### src/flqr_cfg.svh
// Purpose: Constants for the flash lock and query readout controller
// Assumes: 50 MHz clock, x16 flash with asynchronous bus
// Notes:   Offsets are byte addresses on the APB side
`ifndef FLQR_CFG_SVH
`define FLQR_CFG_SVH

// Flash command words
`define FLQR_CMD_CFG_SETUP  8'h60
`define FLQR_CMD_LOCK       8'h01
`define FLQR_CMD_UNLOCK     8'hd0
`define FLQR_CMD_LOCKDOWN   8'h2f
`define FLQR_CMD_READ_CFG   8'h90
`define FLQR_CMD_QUERY      8'h98
`define FLQR_CMD_READ_ARRAY 8'hff

// Query map and block status layout
`define FLQR_QRY_BASE       8'h10
`define FLQR_QRY_CHAR_Q     8'h51
`define FLQR_QRY_CHAR_R     8'h52
`define FLQR_QRY_CHAR_Y     8'h59
`define FLQR_BSTAT_OFFSET   8'h02
`define FLQR_BIT_LOCKED     0
`define FLQR_BIT_LOCKDOWN   1

// Software operation codes in CTRL[2:0]
`define FLQR_OP_LOCK        3'h0
`define FLQR_OP_UNLOCK      3'h1
`define FLQR_OP_LOCKDOWN    3'h2
`define FLQR_OP_RDLOCK      3'h3
`define FLQR_OP_QUERY       3'h4

// APB register offsets
`define FLQR_REG_CTRL       12'h000
`define FLQR_REG_ADDR       12'h004
`define FLQR_REG_STATUS     12'h008
`define FLQR_REG_QDATA      12'h040

// Status bit positions
`define FLQR_ST_BUSY        0
`define FLQR_ST_VERIFY_ERR  1
`define FLQR_ST_UPPER_ERR   2
`define FLQR_ST_QRY_OK      3

// Bus timing
`define FLQR_CLK_NS         20
`define FLQR_T_WP_NS        50
`define FLQR_T_ACC_NS       70
`define FLQR_WP_CYC  ((`FLQR_T_WP_NS + `FLQR_CLK_NS - 1) / `FLQR_CLK_NS)
`define FLQR_ACC_CYC ((`FLQR_T_ACC_NS + `FLQR_CLK_NS - 1) / `FLQR_CLK_NS)

`define FLQR_ADDR_W         22

`endif

### src/flqr_pkg.sv
// Purpose: Types for the flash lock and query readout controller
// Assumes: flqr_cfg.svh supplies the widths
// Notes:   Pin bundle travels as one packed struct
`include "flqr_cfg.svh"

package flqr_pkg;

  typedef enum logic [1:0]
  {
    ST_IDLE,
    ST_SETUP,
    ST_STROBE,
    ST_RELEASE
  } flqr_state_e;

  typedef struct packed
  {
    logic [`FLQR_ADDR_W-1:0] addr;
    logic [15:0]             dq;
    logic                    dq_oe;
    logic                    ce_n;
    logic                    we_n;
    logic                    oe_n;
  } flqr_pins_s;

endpackage

### src/flqr_ctrl.sv
// Purpose: Host controller that locks flash blocks and reads the query table
// Assumes: x16 asynchronous flash, inputs synchronous to i_clk
// Notes:   Software drives it over APB; one operation at a time
`timescale 1ns/1ps
`include "flqr_cfg.svh"

// Overview of operation
// - Config setup 60H first, any address
// - Then 01H, D0H or 2FH in block
// - After 90H, read block word at offset 2 (third word)
// - Finish each sequence with FFh
module flqr_ctrl
  import flqr_pkg::*;
#(
  parameter int QLEN = 11
) (
  // Clock and reset
  input  wire logic                    i_clk,
  input  wire logic                    i_nrst,
  // APB slave
  input  wire logic                    i_psel,
  input  wire logic                    i_penable,
  input  wire logic                    i_pwrite,
  input  wire logic [11:0]             i_paddr,
  input  wire logic [31:0]             i_pwdata,
  output logic                         o_pready,
  output logic      [31:0]             o_prdata,
  output logic                         o_pslverr,
  // Flash pins
  output flqr_pins_s                   o_flash,
  input  wire logic [15:0]             i_fl_dq
);

  localparam int QA = $clog2(QLEN + 1);
  localparam logic [3:0] WP_CYC  = 4'(`FLQR_WP_CYC);
  localparam logic [3:0] ACC_CYC = 4'(`FLQR_ACC_CYC);

  flqr_state_e             state_q;
  logic [2:0]              op_q;
  logic [4:0]              step_q;
  logic [3:0]              tmr_q;
  logic [`FLQR_ADDR_W-1:0] base_q;
  logic [7:0]              bstat_q;
  logic                    verify_err_q;
  logic                    upper_err_q;
  logic                    qry_ok_q;
  logic [QA-1:0]           q_raddr;
  logic [7:0]              q_rdata;
  logic                    q_we;
  logic [QA-1:0]           q_widx;

  logic                    plan_wr;
  logic [`FLQR_ADDR_W-1:0] plan_addr;
  logic [7:0]              plan_data;

  function automatic logic [4:0] seq_first(input logic [2:0] op);
    seq_first = (op == `FLQR_OP_RDLOCK) ? 5'h2 : 5'h0;
  endfunction

  function automatic logic [4:0] seq_last(input logic [2:0] op);
    seq_last = (op == `FLQR_OP_QUERY) ? 5'(QLEN + 1) : 5'h4;
  endfunction

  function automatic logic [7:0] confirm_code(input logic [2:0] op);
    case (op)
      `FLQR_OP_UNLOCK:   confirm_code = `FLQR_CMD_UNLOCK;
      `FLQR_OP_LOCKDOWN: confirm_code = `FLQR_CMD_LOCKDOWN;
      default:           confirm_code = `FLQR_CMD_LOCK;
    endcase
  endfunction

  function automatic logic [7:0] qry_expect(input logic [QA-1:0] idx);
    case (idx)
      QA'(0):  qry_expect = `FLQR_QRY_CHAR_Q;
      QA'(1):  qry_expect = `FLQR_QRY_CHAR_R;
      default: qry_expect = `FLQR_QRY_CHAR_Y;
    endcase
  endfunction

  // Bus cycle for the current step
  always_comb
  begin
    plan_wr   = 1'b1;
    plan_addr = base_q;
    plan_data = `FLQR_CMD_READ_ARRAY;
    if (op_q == `FLQR_OP_QUERY)
    begin
      if (step_q == 5'h0)
      begin
        plan_data = `FLQR_CMD_QUERY;
      end
      else if (step_q <= 5'(QLEN))
      begin
        // Table offsets are word addresses on this x16 part
        plan_wr   = 1'b0;
        plan_addr = `FLQR_ADDR_W'(`FLQR_QRY_BASE) + `FLQR_ADDR_W'(step_q - 5'h1);
      end
      else
      begin
        plan_data = `FLQR_CMD_READ_ARRAY;
      end
    end
    else
    begin
      case (step_q)
        5'h0: plan_data = `FLQR_CMD_CFG_SETUP;
        5'h1: plan_data = confirm_code(op_q);
        5'h2: plan_data = `FLQR_CMD_READ_CFG;
        5'h3:
        begin
          plan_wr   = 1'b0;
          plan_addr = base_q + `FLQR_ADDR_W'(`FLQR_BSTAT_OFFSET);
        end
        default: plan_data = `FLQR_CMD_READ_ARRAY;
      endcase
    end
  end

  // Sequencer and flash pins
  always_ff @(posedge i_clk)
  begin
    if (!i_nrst)
    begin
      state_q <= ST_IDLE;
      step_q  <= 5'h0;
      tmr_q   <= 4'h0;
      o_flash <= '{addr: '0, dq: '0, dq_oe: 1'b0, ce_n: 1'b1, we_n: 1'b1, oe_n: 1'b1};
    end
    else
    begin
      case (state_q)
        ST_IDLE:
        begin
          if (i_psel && i_penable && o_pready && i_pwrite && i_paddr == `FLQR_REG_CTRL
              && i_pwdata[2:0] <= `FLQR_OP_QUERY)
          begin
            step_q  <= seq_first(i_pwdata[2:0]);
            state_q <= ST_SETUP;
          end
        end
        ST_SETUP:
        begin
          o_flash.addr  <= plan_addr;
          o_flash.dq    <= {8'h00, plan_data};
          o_flash.dq_oe <= plan_wr;
          o_flash.ce_n  <= 1'b0;
          tmr_q         <= plan_wr ? WP_CYC : ACC_CYC;
          state_q       <= ST_STROBE;
        end
        ST_STROBE:
        begin
          o_flash.we_n <= ~o_flash.dq_oe;
          o_flash.oe_n <= o_flash.dq_oe;
          if (tmr_q == 4'h1)
          begin
            state_q <= ST_RELEASE;
          end
          tmr_q <= tmr_q - 4'h1;
        end
        ST_RELEASE:
        begin
          // Releasing strobes before address keeps hold time on writes
          o_flash.we_n  <= 1'b1;
          o_flash.oe_n  <= 1'b1;
          o_flash.ce_n  <= 1'b1;
          o_flash.dq_oe <= 1'b0;
          if (step_q == seq_last(op_q))
          begin
            state_q <= ST_IDLE;
          end
          else
          begin
            step_q  <= step_q + 5'h1;
            state_q <= ST_SETUP;
          end
        end
        default: state_q <= ST_IDLE;
      endcase
    end
  end

  // Read data is sampled as the strobe ends
  assign q_we   = state_q == ST_RELEASE && !o_flash.oe_n && op_q == `FLQR_OP_QUERY;
  assign q_widx = QA'(step_q - 5'h1);

  // Captured results
  always_ff @(posedge i_clk)
  begin
    if (!i_nrst)
    begin
      bstat_q      <= 8'h00;
      verify_err_q <= 1'b0;
      upper_err_q  <= 1'b0;
      qry_ok_q     <= 1'b0;
    end
    else if (state_q == ST_IDLE && i_psel && i_penable && o_pready && i_pwrite
             && i_paddr == `FLQR_REG_CTRL && i_pwdata[2:0] <= `FLQR_OP_QUERY)
    begin
      verify_err_q <= 1'b0;
      upper_err_q  <= 1'b0;
      qry_ok_q     <= i_pwdata[2:0] == `FLQR_OP_QUERY;
    end
    else if (state_q == ST_RELEASE && !o_flash.oe_n)
    begin
      if (op_q == `FLQR_OP_QUERY)
      begin
        if (i_fl_dq[15:8] != 8'h00)
        begin
          upper_err_q <= 1'b1;
        end
        if (int'(q_widx) < 3 && i_fl_dq[7:0] != qry_expect(q_widx))
        begin
          qry_ok_q <= 1'b0;
        end
      end
      else
      begin
        bstat_q <= i_fl_dq[7:0];
        if (i_fl_dq[7:2] != 6'h00)
        begin
          verify_err_q <= 1'b1;
        end
        case (op_q)
          `FLQR_OP_LOCK:
            if (!i_fl_dq[`FLQR_BIT_LOCKED]) verify_err_q <= 1'b1;
          `FLQR_OP_UNLOCK:
            if (i_fl_dq[`FLQR_BIT_LOCKED]) verify_err_q <= 1'b1;
          `FLQR_OP_LOCKDOWN:
            if (!i_fl_dq[`FLQR_BIT_LOCKDOWN]) verify_err_q <= 1'b1;
          default: ;
        endcase
      end
    end
  end

  // Low lane only; pairs of bytes stay in table order, low byte first
  flqr_qmem #(
    .W (8),
    .D (QLEN),
    .A (QA)
  ) u_qmem (
    .i_clk   (i_clk),
    .i_we    (q_we),
    .i_waddr (q_widx),
    .i_wdata (i_fl_dq[7:0]),
    .i_raddr (q_raddr),
    .o_rdata (q_rdata)
  );

  assign q_raddr = QA'((i_paddr - `FLQR_REG_QDATA) >> 2);

  // Operation and block address registers
  always_ff @(posedge i_clk)
  begin
    if (!i_nrst)
    begin
      op_q   <= `FLQR_OP_LOCK;
      base_q <= '0;
    end
    else if (state_q == ST_IDLE && i_psel && i_penable && o_pready && i_pwrite)
    begin
      if (i_paddr == `FLQR_REG_CTRL && i_pwdata[2:0] <= `FLQR_OP_QUERY)
      begin
        op_q <= i_pwdata[2:0];
      end
      if (i_paddr == `FLQR_REG_ADDR)
      begin
        base_q <= i_pwdata[`FLQR_ADDR_W-1:0];
      end
    end
  end

  // APB answer: one wait state so query memory data is ready
  always_ff @(posedge i_clk)
  begin
    if (!i_nrst)
    begin
      o_pready  <= 1'b0;
      o_prdata  <= 32'h0000_0000;
      o_pslverr <= 1'b0;
    end
    else
    begin
      o_pready  <= i_psel && i_penable && !o_pready;
      o_pslverr <= 1'b0;
      o_prdata  <= 32'h0000_0000;
      if (i_psel && i_penable && !o_pready)
      begin
        if (i_paddr == `FLQR_REG_CTRL)
        begin
          o_prdata <= {29'h0, op_q};
        end
        else if (i_paddr == `FLQR_REG_ADDR)
        begin
          o_prdata <= 32'(base_q);
        end
        else if (i_paddr == `FLQR_REG_STATUS)
        begin
          o_prdata <= {16'h0, bstat_q, 4'h0, qry_ok_q, upper_err_q, verify_err_q,
                       state_q != ST_IDLE};
        end
        // Range taken on the full address, the cut index would alias
        else if (i_paddr >= `FLQR_REG_QDATA && i_paddr[1:0] == 2'b00
                 && i_paddr < 12'(`FLQR_REG_QDATA + 4 * QLEN))
        begin
          o_prdata <= {24'h0, q_rdata};
        end
        else
        begin
          o_pslverr <= 1'b1;
        end
      end
    end
  end

endmodule

### src/flqr_qmem.sv
// Purpose: Small store for captured query bytes
// Assumes: One write port, one read port, same clock
// Notes:   Read data is registered, one cycle behind the address
`timescale 1ns/1ps

module flqr_qmem #(
  parameter int W = 8,
  parameter int D = 11,
  parameter int A = 4
) (
  // Clock
  input  wire logic         i_clk,
  // Write port
  input  wire logic         i_we,
  input  wire logic [A-1:0] i_waddr,
  input  wire logic [W-1:0] i_wdata,
  // Read port
  input  wire logic [A-1:0] i_raddr,
  output logic      [W-1:0] o_rdata
);

  logic [W-1:0] mem_q [D];

  always_ff @(posedge i_clk)
  begin
    if (i_we && (int'(i_waddr) < D))
    begin
      mem_q[i_waddr] <= i_wdata;
    end
  end

  // Out-of-range reads give zero rather than stale data
  always_ff @(posedge i_clk)
  begin
    if (int'(i_raddr) < D)
    begin
      o_rdata <= mem_q[i_raddr];
    end
    else
    begin
      o_rdata <= '0;
    end
  end

endmodule
### config.mk
export PLATFORM = sky130hd
export DESIGN_NAME = flqr_ctrl
export DESIGN_NICKNAME = d
export VERILOG_FILES = /design/src/flqr_pkg.sv /design/src/flqr_ctrl.sv /design/src/flqr_qmem.sv
export VERILOG_INCLUDE_DIRS = /design/src
export SDC_FILE = /design/constraint.sdc
export NUM_CORES = 1
export LEC_CHECK = 0
export ABC_AREA = 1
export BUFFER_PORTS_ARGS = -buffer_cell sky130_fd_sc_hd__buf_4
export CAP_MARGIN = 20
export CORE_ASPECT_RATIO = 1.75
export CORE_MARGIN = 5
export CORE_UTILIZATION = 45
export CTS_CLUSTER_SIZE = 14
export DETAILED_ROUTE_END_ITERATION = 8
export PLACE_DENSITY = 0.68
export SYNTH_ARGS = -nofsm -noshare
export SYNTH_HDL_FRONTEND = slang
export SYNTH_SLANG_ARGS = --single-unit
### constraint.sdc
create_clock -name i_clk -period 4.4 [get_ports i_clk]
set_clock_uncertainty 0.05 [all_clocks]
set_input_delay 0.66 -clock i_clk [delete_from_list [all_inputs] [get_ports i_clk]]
set_output_delay 0.66 -clock i_clk [all_outputs]
set_load 0.05 [all_outputs]
# Word-level counts from Yosys, hierarchy flattened
# Memory sizes are Yosys's and may differ from the RTL's. A register that Yosys moved wholly into a read port is not among the register bits.
# Cells that the tools add are included.
totals:
  regBits: 115
  ramBits: 88
  in_bits: 65
  out_inout_bits: 76
  wordCells: 156
  memories: 1
memory_table:
  columns: ["memory", "words", "word_bits", "rd", "rd_ports_with_merged_regs", "write_ports", "line_no", "source"]
  rows:
  - ["u_qmem.mem_q", 11, 8, 1, 1, 1, "flqr_qmem.sv:22", "logic [W-1:0] mem_q [D];"]
op_classes:
  add_sub_neg: 7
  magnitude_cmp: 7
  n_eq_ne: 20
  mux: 46
  bitwise: 5
  reduce_logical: 50
ops:
  columns: ["cell", "n"]
  rows:
  - ["$mux W22", 5]
  - ["$mux W8", 6]
  - ["$pmux W8 S3", 1]
  - ["$add A22 B2 Y22 const B", 1]
  - ["$logic_and A1 B1 Y1", 19]
  - ["$mux W1", 16]
  - ["$mux W16", 1]
  - ["$pmux W4 S2", 2]
  - ["$pmux W8 S2", 1]
  - ["$reduce_bool A2 Y1", 8]
  - ["$eq A12 B3 Y1 const B", 1]
  - ["$eq A12 B4 Y1 const B", 1]
  - ["$ge A12 B7 Y1 const B", 1]
  - ["$logic_not A12 Y1", 1]
  - ["$lt A12 B7 Y1 const B", 1]
  - ["$reduce_and A3 Y1", 4]
  - ["$eq A5 B2 Y1 const B", 2]
  - ["$mux W5", 2]
  - ["$pmux W5 S2", 1]
  - ["$reduce_and A2 Y1", 5]
  - ["$eq A4 B1 Y1 const B", 2]
  - ["$lt A4 B4 Y1 const B", 2]
  - ["$ne A8 B8 Y1", 1]
  - ["$pmux W2 S2", 2]
  - ["other kinds (33)", 49]

# Longest topological paths before layout
# Gate-level depths: netlist (run 1).
depth:
  ltp_word: 15
  ltp_mapped: 13
  ltp_nobuf: 13

# Cells and area by module
# A second synthesis (run 1) with hierarchy kept.
hier_totals:
  cells_unflattened: 1168
  area_unflattened_um2: 9586.7
modules_own_cells:
  columns: ["module", "instances", "cells_per_inst", "area_per_inst_um2", "seq_area_each_um2"]
  rows:
  - ["flqr_ctrl", 1, 841, 5703.0, 2062.0]
  - ["flqr_qmem", 1, 327, 3883.7, 2802.7]

# Worst setup path before layout (run 1)
# No wires, ideal clock.
synth_timing:
  kind: "flip-flop to flip-flop"
  startpoint: "reg step_q[0]"
  endpoint: "mem u_qmem.mem_q[10][0] (enable)"
  setup_time_ns: 0.383
  t_arrival_ns: 2.062
  t_required_ns: 3.967
  slack_ns: 1.905
  path_stages_with_launch: 8
  n_path_buf: 0
  period_less_slack_ns: 2.495
  path_cell_list: "dfxtp_1 -> inv_1 -> ha_1 -> xnor2_1 -> inv_1 -> nor2_1 -> o21ai_1 -> nor3_1"
synth_between:
  elab_chain_cells: 5
synth_rtl:
  columns: ["element", "line_no", "source"]
  rows:
  - ["start: declaration", "flqr_ctrl.sv:40", "logic [4:0] step_q;"]
  - ["start signal: assignment", "flqr_ctrl.sv:137", "step_q <= seq_first(i_pwdata[2:0]);"]
  - ["start signal: assignment", "flqr_ctrl.sv:173", "step_q <= step_q + 5'h1;"]
  - ["$sub A4 B1 Y4 *", "flqr_ctrl.sv:184", "assign q_widx = QA'(step_q - 5'h1);"]
  - ["$lt A4 B4 Y1", "flqr_qmem.sv:26", "if (i_we && (int'(i_waddr) < D))"]
  - ["$logic_and A1 B1 Y1", "flqr_qmem.sv:26", null]
  - ["$mux W1", "flqr_qmem.sv:26", null]
  - ["$mux W1 (not written as such)", "flqr_qmem.sv:28", "mem_q[i_waddr] <= i_wdata;"]
  - ["end: declaration", "flqr_qmem.sv:22", null]
# Mark *: on every way between the ends. The rest lies on a longest branch, timed or not.

# Final worst setup path (run 1)
layout_timing:
  startpoint: "reg state_q[0]"
  endpoint: "mem u_qmem.mem_q[1][4] (enable)"
layout_between:
  elab_chain_cells: 6
layout_rtl:
  columns: ["element", "line_no", "source"]
  rows:
  - ["start: declaration", "flqr_ctrl.sv:38", "flqr_state_e state_q;"]
  - ["start signal: assignment", "flqr_ctrl.sv:124", "state_q <= ST_IDLE;"]
  - ["start signal: assignment", "flqr_ctrl.sv:138", "state_q <= ST_SETUP;"]
  - ["start signal: assignment", "flqr_ctrl.sv:148", "state_q <= ST_STROBE;"]
  - ["$eq A2 B2 Y1", "flqr_ctrl.sv:183", "assign q_we = state_q == ST_RELEASE && !o_flash.oe_n && op_q == `FLQR_OP_QUERY;"]
  - ["$logic_and A1 B1 Y1", "flqr_ctrl.sv:183", null]
  - ["$logic_and A1 B1 Y1 (no source line)", null, null]
  - ["$logic_and A1 B1 Y1", "flqr_qmem.sv:26", null]
  - ["$mux W1", "flqr_qmem.sv:26", null]
  - ["$mux W1 (not written as such)", "flqr_qmem.sv:28", null]
# No other way between the ends.

==> results of run 1 <==
-- flip-flops by register name, summed over array words and instances, names as in the netlist --
signal,flops
base_q,22
op_q,3
o_prdata,22
step_q,5
u_qmem.o_rdata,8
tmr_q,4
qry_ok_q,1
u_qmem.mem_q,88
verify_err_q,1
upper_err_q,1
o_flash,32
o_pready,1
bstat_q,8
o_pslverr,1
state_q,2
-- worst reg2reg max path: stages (launching register included) --
cell and delay [ns]:
dfxtp_1 0.41, ha_1 0.37, inv_1 0.15, nor2_1 0.11
inv_1 0.16, nor2_1 0.32, o21ai_1 0.27, nor2_1 0.65
-- metal layers --
metal  wire length (um)  up-vias
li1                   -     3876
met1               9490     3717
met2              15100      247
met3               1150       60
met4               1500        0
met5                  0        -
-- cells by family (layout without fill, tap and decap cells) --
family,Yosys count,after routing,share of synthesized area [%]
AND/OR/NAND/NOR,442,442,21.3
AO/OA/AOI/OAI,258,258,15.3
flip-flops,199,199,52.2
buffers and inverters,165,261,8.27
adder cells (fa/ha/maj),16,16,2.15
XOR/XNOR,8,8,0.752
other,1,18,0.0402
-- power by group --
part | internal [W] | switching, W | leakage [nW]
clock | 0.000876 | 0.000694 | 0.285
combinational | 0.000360 | 0.000934 | 2.29
sequential | 0.00206 | 0.0000941 | 1.69
-- final cells by class --
type                            count  share of cell area (%)
Clock buffer                       23                    4.32
Clock inverter                      9                    1.07
Inverter                          103                    3.57
Multi-Input combinational cell    742                    34.6
Sequential cell                   199                    44.9
Tap cell                          248                    2.86
Timing Repair Buffer              126                    8.72
-- synthesized netlist by cell type (11+ instances only) --
library cell,instances,area [sq um]
ha_1,16,200
nor2_1,91,342
edfxtp_1,88,2640
a21oi_1,83,415
dfxtp_1,111,2220
nand3_1,88,440
clkbuf_1,20,75.1
buf_2,12,60.1
inv_1,93,349
o21ai_1,13,65.1
a31oi_1,11,68.8
a22oi_1,17,128
o21ai_0,106,531
nand2_1,205,769
nand4_1,13,81.3
buf_4,20,150
nor3_1,12,60.1
-- worst paths after layout --
check,start,endpoint,cells after the start
max,state_q[0],u_qmem.mem_q[1][4],7
min,o_flash[2],o_flash[2],2
max reg2reg,state_q[0],u_qmem.mem_q[1][4],7
min reg2reg,o_flash[2],o_flash[2],2
-- placed cells by master (no fill, tap or decap), types with 8 or more instances in the layout --
cell type and n:
nand2_1 205, buf_4 126, dfxtp_1 111, o21ai_0 106
inv_1 93, nor2_1 91, nand3_1 88, edfxtp_1 88
a21oi_1 83, conb_1 18, a22oi_1 17, clkbuf_16 17
ha_1 16, o21ai_1 13, nand4_1 13, nor3_1 12
a31oi_1 11, nor2_2 8, o211ai_1 8
-- metrics by stage --
stage / util (%) / total power (W) / area [sq um]
6_report: 53.2 / 0.00502 / 10800
5_1_grt: 53.2 / 0.00524 / 10800
4_1_cts: 53.2 / 0.00505 / 10800
3_5_place_dp: 50.3 / 0.00349 / 10300
3_3_place_gp: 50.3 / 0.00348 / 10300
2_1_floorplan: - / 0.00310 / 9390
==> results.md, run 1 <==
- Yosys warning count: 0
- Critical path class: reg -> reg
- I/O Buffers: 112
- Flops & latches, synth: 199
- Fill cell count: 1950
- Met3 Use GR: 3.87%
- Critical path's largest stage delay: 0.65 ns
- F_max: 352 MHz
- CTS tree: yes
- Crit. End Element: flip-flop
- Final WS setup: 1.56 ns
- Synthesized instance count: 1089
- Endpoints failing hold: 0
- Number of global-route vias before repair: 7582
- Die extent in y: 200 um
- WP buf/inv: 2
- Crit Path Max Fanout: 8
- Largest net degree at the start of global routing: 62
- Max-slew headroom: 43.4%
- Fin crit period: 2.84 ns
- Sequential area share after synthesis: 52.2%
- GP Congestion: 0.996
- Peak VDD IR: 0.000329 V
- Crit path max-delay family: simple AND/OR/NAND/NOR gates
- CP Data Required Time: 4.43 ns
- R2R Setup Slk: 1.56 ns
- H-tree depth: 4
- Vias per inst: 5.45
- Post-synthesis cell type count: 48
- # DRC: 0
- Most Crowded Layer GR: met2
- Met2 GRT Util: 43.2%
- CP max stage cell: nor2_1
- Post-Place Worst Slack: 1.47 ns
- Final setup TNS: 0 ns
- Fin nets: 1270
- Latest clock arrival within the worst-skew pair: 0.45 ns
- Num CTS Buffers: 17
- Global-route wire length before repair: 42000 um
- 1st-iter DRT viols: 396
- Share of cells above drive strength 1: 15.6%
- Final ANT Viol Nets: 0
- Core area: 20400 sq um
- Drt pass-1 iters: 5
- Vias post-DR: 7900
- Startpoint types: flip-flop
- Area taken by multi-input logic gates: 3750 sq um
- Reg clk slew, reported paths: 0.07 ns
- CP cell instances: ha_1, inv_1, nor2_1, inv_1, nor2_1, o21ai_1, nor2_1
- Starting density of the core: 45.8%
- Async SR Flop Fraction: 0%
- Synthesized cell area: 9320 sq um
- CTS Buffer Depth: 2
- Die width: 119 um
- Placed Cells: 1418
- WL per Instance: 18.8 um
- Post-synth EDFFs: 88
- Syn Area/Cell: 8.56 sq um
- GRT Overall Usage: 22.8%
- GRT met1 Usage: 23.2%
- Full die area: 23800 sq um
- Cell Pwr Density: 463 nW/um^2
- Total I/O pin count: 141
- Post-CTS setup buffer count: 0
- # setup viols final: 0
- Area Overhead vs Synth: 16.3%
- CTS root buf: clkbuf_16
- Hold Path Class: reg -> reg
- Routed wire length: 27200 um
- Top cell by count, worst path: nor2_1
- Total congestion overflow: 0
- Least-Margin Pin Slew: 0.844 ns
- Dominant synthesized flop cell: dfxtp_1
- Seq. cell area: 4860 sq um
- FP Rows: 69
- RSZ-0062 raised after global routing: no
- Initial antenna violation count: 0
- Clock tree sinks: 199
- Hpwl dp: 20500 um
- Ant. Diodes: 0
- Final Cycle Share: 64.7%
- Status: finished, final reports clean
- Max Cap Violations: 0
- CP arrival: 2.87 ns
- Lkg Pwr: 4.26 nW
- Hold-fix buffers, CTS: 0
- Cell Count, Final, Fillers Out: 1450
- Hold slack final: 0.408 ns
- Slew Limit Fails: 0
- CTS resizes: 0
Power figures use the tool's default switching activity.
==> inputs of run 2 (changes only) <==
--- a/config.mk
+++ b/config.mk
@@ -14,7 +14,7 @@
 export CORE_UTILIZATION = 45
 export CTS_CLUSTER_SIZE = 14
 export DETAILED_ROUTE_END_ITERATION = 8
-export PLACE_DENSITY = 0.68
+export PLACE_DENSITY = 0.71
 export SYNTH_ARGS = -nofsm -noshare
 export SYNTH_HDL_FRONTEND = slang
 export SYNTH_SLANG_ARGS = --single-unit
==> constraint.sdc (replaced) <==
create_clock -name i_clk -period 2.35 [get_ports i_clk]
set_clock_uncertainty 0.05 [all_clocks]
set_input_delay 0.3525 -clock i_clk [delete_from_list [all_inputs] [get_ports i_clk]]
set_output_delay 0.3525 -clock i_clk [all_outputs]
set_load 0.05 [all_outputs]
==> run 2 against run 1 <==
Combinational power rose by 98%. First-iteration DRC count up 39%. Clock-buffer cell count shrank 5. Worst setup slack got worse by 1.4 ns. Sequential share of layout area is 1.3 points lower. Final area is 2.9% higher. Via count is 2.8% higher. Clock power increased by 83%. Register-to-register slack worse by 1.4 ns. Global-route usage increased by 0.84 points.
==> results.md, run 2 (synthesis gave the netlist of run 1 again) <==
- CP arrival: 2.44 ns (-0.43 ns)
- 1st-iter DRT viols: 549 (+39%)
- Initial antenna violation count: 0 (unchanged)
- Worst Reg2Reg Path Length in Cells: 14 (+7)
- CP cell instances: inv_1, ha_1, inv_1, nor2_1, nand2_2, inv_1, nor2_2, nand2_1, buf_12, o21ai_0, nand2_1, nand3_1, o211ai_1, inv_1
- Num CTS Buffers: 17 (unchanged)
- Global-route wire length before repair: 43500 um (+3.6%)
- Final ANT Viol Nets: 0 (unchanged)
- Final setup TNS: 0 ns (unchanged)
- Lkg Pwr: 4.46 nW (+4.5%)
- Slew Limit Fails: 0 (unchanged)
- Hold path depth: 3 (+1)
- CTS root buf: clkbuf_16
- Ant. Diodes: 0 (unchanged)
- Crit path max-delay family: simple AND/OR/NAND/NOR gates
- Final Cycle Share: 91.6% (+27 points)
- RSZ-0062 raised after global routing: no
- Max Cap Violations: 0 (unchanged)
- Hold Path Class: in -> reg
- # setup viols final: 0 (unchanged)
- Latest clock arrival within the worst-skew pair: 0.44 ns (about the same)
- Vias post-DR: 8119 (+2.8%)
- Most common cell after layout, fill and taps aside: nand2_1
- Critical path class: reg -> reg
- Total I/O pin count: 141 (unchanged)
- GP Congestion: 0.967 (-2.9%)
- CTS Buffer Depth: 2 (unchanged)
- Final Cell Area: 11200 sq um (+2.9%)
- Startpoint types: flip-flop
- CP Data Required Time: 2.63 ns (-1.80 ns)
- Commonest cells after routing, fill and taps aside: nand2_1 (205), buf_4 (159), dfxtp_1 (111), o21ai_0 (106), inv_1 (93)
- Starting density of the core: 45.8% (unchanged)
- I/O Buffers: 112 (unchanged)
- Max reg flops: 88 (unchanged)
- Reg clk slew, reported paths: 0.07 ns (about the same)
- Share of cells above drive strength 1: 18.5% (+2.9 points)
- R2R Setup Slk: 0.20 ns (-1.36 ns)
- Largest net degree at the start of global routing: 37 (-40%)
- Area Overhead vs Synth: 19.6%
- Fin nets: 1306 (+2.8%)
- Die extent in y: 200 um (unchanged)
- WL per Instance: 18.9 um (+0.87%)
- Drt pass-1 iters: 5 (unchanged)
- CTS tree: yes
- Top flop regs: u_qmem.mem_q (88), o_flash (32)
- Seq. cell area: 4860 sq um (unchanged)
- Endpoints failing hold: 0 (unchanged)
- Full die area: 23800 sq um (unchanged)
- Fin crit period: 2.15 ns (-0.692 ns)
- # DRC: 0 (unchanged)
- F_max: 464 MHz (+32%)
- Hpwl dp: 21600 um (+5.2%)
- Number of global-route vias before repair: 8085 (+6.6%)
- H-tree depth: 4 (unchanged)
- Top cell by count, worst path: inv_1
- Critical path's largest stage delay: 0.31 ns (-0.34 ns)
- Post-CTS setup buffer count: 0 (unchanged)
- Clock tree sinks: 199 (unchanged)
- Crit. End Element: flip-flop
- Max-slew headroom: 46.2% (+2.8 points)
- FP Rows: 69 (unchanged)
- Peak VDD IR: 0.000625 V (+90%)
- Core area: 20400 sq um (unchanged)
- WHS Endpoint: base_q[9]
- GRT Overall Usage: 23.6% (+0.84 points)
- Crit Path Max Fanout: 16 (+8)
- Routed wire length: 28200 um (+3.4%)
- Cell Pwr Density: 848 nW/um^2 (+83%)
- Worst R2R Start: step_q[1]
- Die width: 119 um (unchanged)
- Worst path depth: 14 (+7)
- RR Endpoint: o_flash[26]
- Fill cell count: 1898 (-2.7%)
- Total congestion overflow: 0 (unchanged)
- WP buf/inv: 5 (+3)
- Vias per inst: 5.46 (+0.28%)
- Area taken by multi-input logic gates: 3760 sq um (+0.33%)
- Largest Register: u_qmem.mem_q
- CP max stage cell: dfxtp_1
- Status: finished, final reports clean
- Hold_sp: i_pwdata[9]
- Least-Margin Pin Slew: 0.797 ns (-0.0467 ns)
- Dpl cell area: 10600 sq um (+3.0%)
-- run 2: changes by cell type in the layout (fill, tap and decap cells not counted), moves of 2 or more --
cell	delta
inv_6	+5
clkbuf_1	-3
clkinv_8	+2
buf_12	+3
clkbuf_8	-2
buf_4	+33
bufinv_16	-2
-- run 2: report_power, final --
part / switching [W] / internal [W] / leakage [nW] / total (W)
clock network: 0.00144 / 0.00142 / 0.278 / 0.00287
registers: 0.000169 / 0.00386 / 1.69 / 0.00403
logic: 0.00180 / 0.000756 / 2.49 / 0.00256
-- run 2: routing by layer --
metal / track usage, % / share of wire [%]
met1: 23.7 / 34
met4: 17.9 / 8.1
met5: 0 / 0
met2: 43.2 / 53
met3: 3.50 / 4.7
-- run 2: worst max path at each step --
stage	startpoint	to	slack, ns
after global routing	step_q[1]	u_qmem.mem_q[0][1]	0.05
after floorplan	step_q[0]	u_qmem.mem_q[10][0]	-0.15
after global placement	step_q[0]	u_qmem.mem_q[0][5]	0.23
after detailed placement	step_q[0]	u_qmem.mem_q[8][6]	0.16
final	step_q[1]	o_flash[26]	0.20
after CTS	step_q[0]	u_qmem.mem_q[8][3]	0.15
-- run 2: stage by stage --
| stage | hold WS (ns) | instances | total power [W] | setup WS, ns | utilization, % |
|---|---|---|---|---|---|
| 2_1_floorplan | 0.356 | 1106 | 0.00580 | -0.145 | - |
| 3_3_place_gp | 0.393 | 1454 | 0.00662 | 0.231 | 51.9 |
| 3_5_place_dp | 0.399 | 1454 | 0.00665 | 0.160 | 51.9 |
| 4_1_cts | 0.124 | 1486 | 0.00950 | 0.150 | 54.7 |
| 5_1_grt | 0.147 | 1486 | 0.00986 | 0.0512 | 54.7 |
| 6_report | 0.139 | 1486 | 0.00946 | 0.197 | 54.7 |
-- run 2: what timing repair did --
item                       4_1_cts  5_1_grt
resized for setup                0        1
setup endpoints to repair        0       33
hold buffers                     0        0
-- run 2: layout make-up --
cell class              count  area share, %
clock inverters            14           1.31
repair buffers            162           11.2
inverters                 103           3.47
well taps                 248           2.78
clock buffers              18           3.85
multi-input cells         742           33.7
flip-flops and latches    199           43.6
-- run 2: worst register-to-register path: cells and delay by family (launching register included) --
| kind | cells | cell delay, ns |
|---|---|---|
| DFF | 1 | 0.31 |
| adders and majority gates | 1 | 0.21 |
| buffers and inverters | 5 | 0.57 |
| AOI/OAI and AO/OA | 2 | 0.21 |
| and+or+nand+nor | 6 | 0.69 |
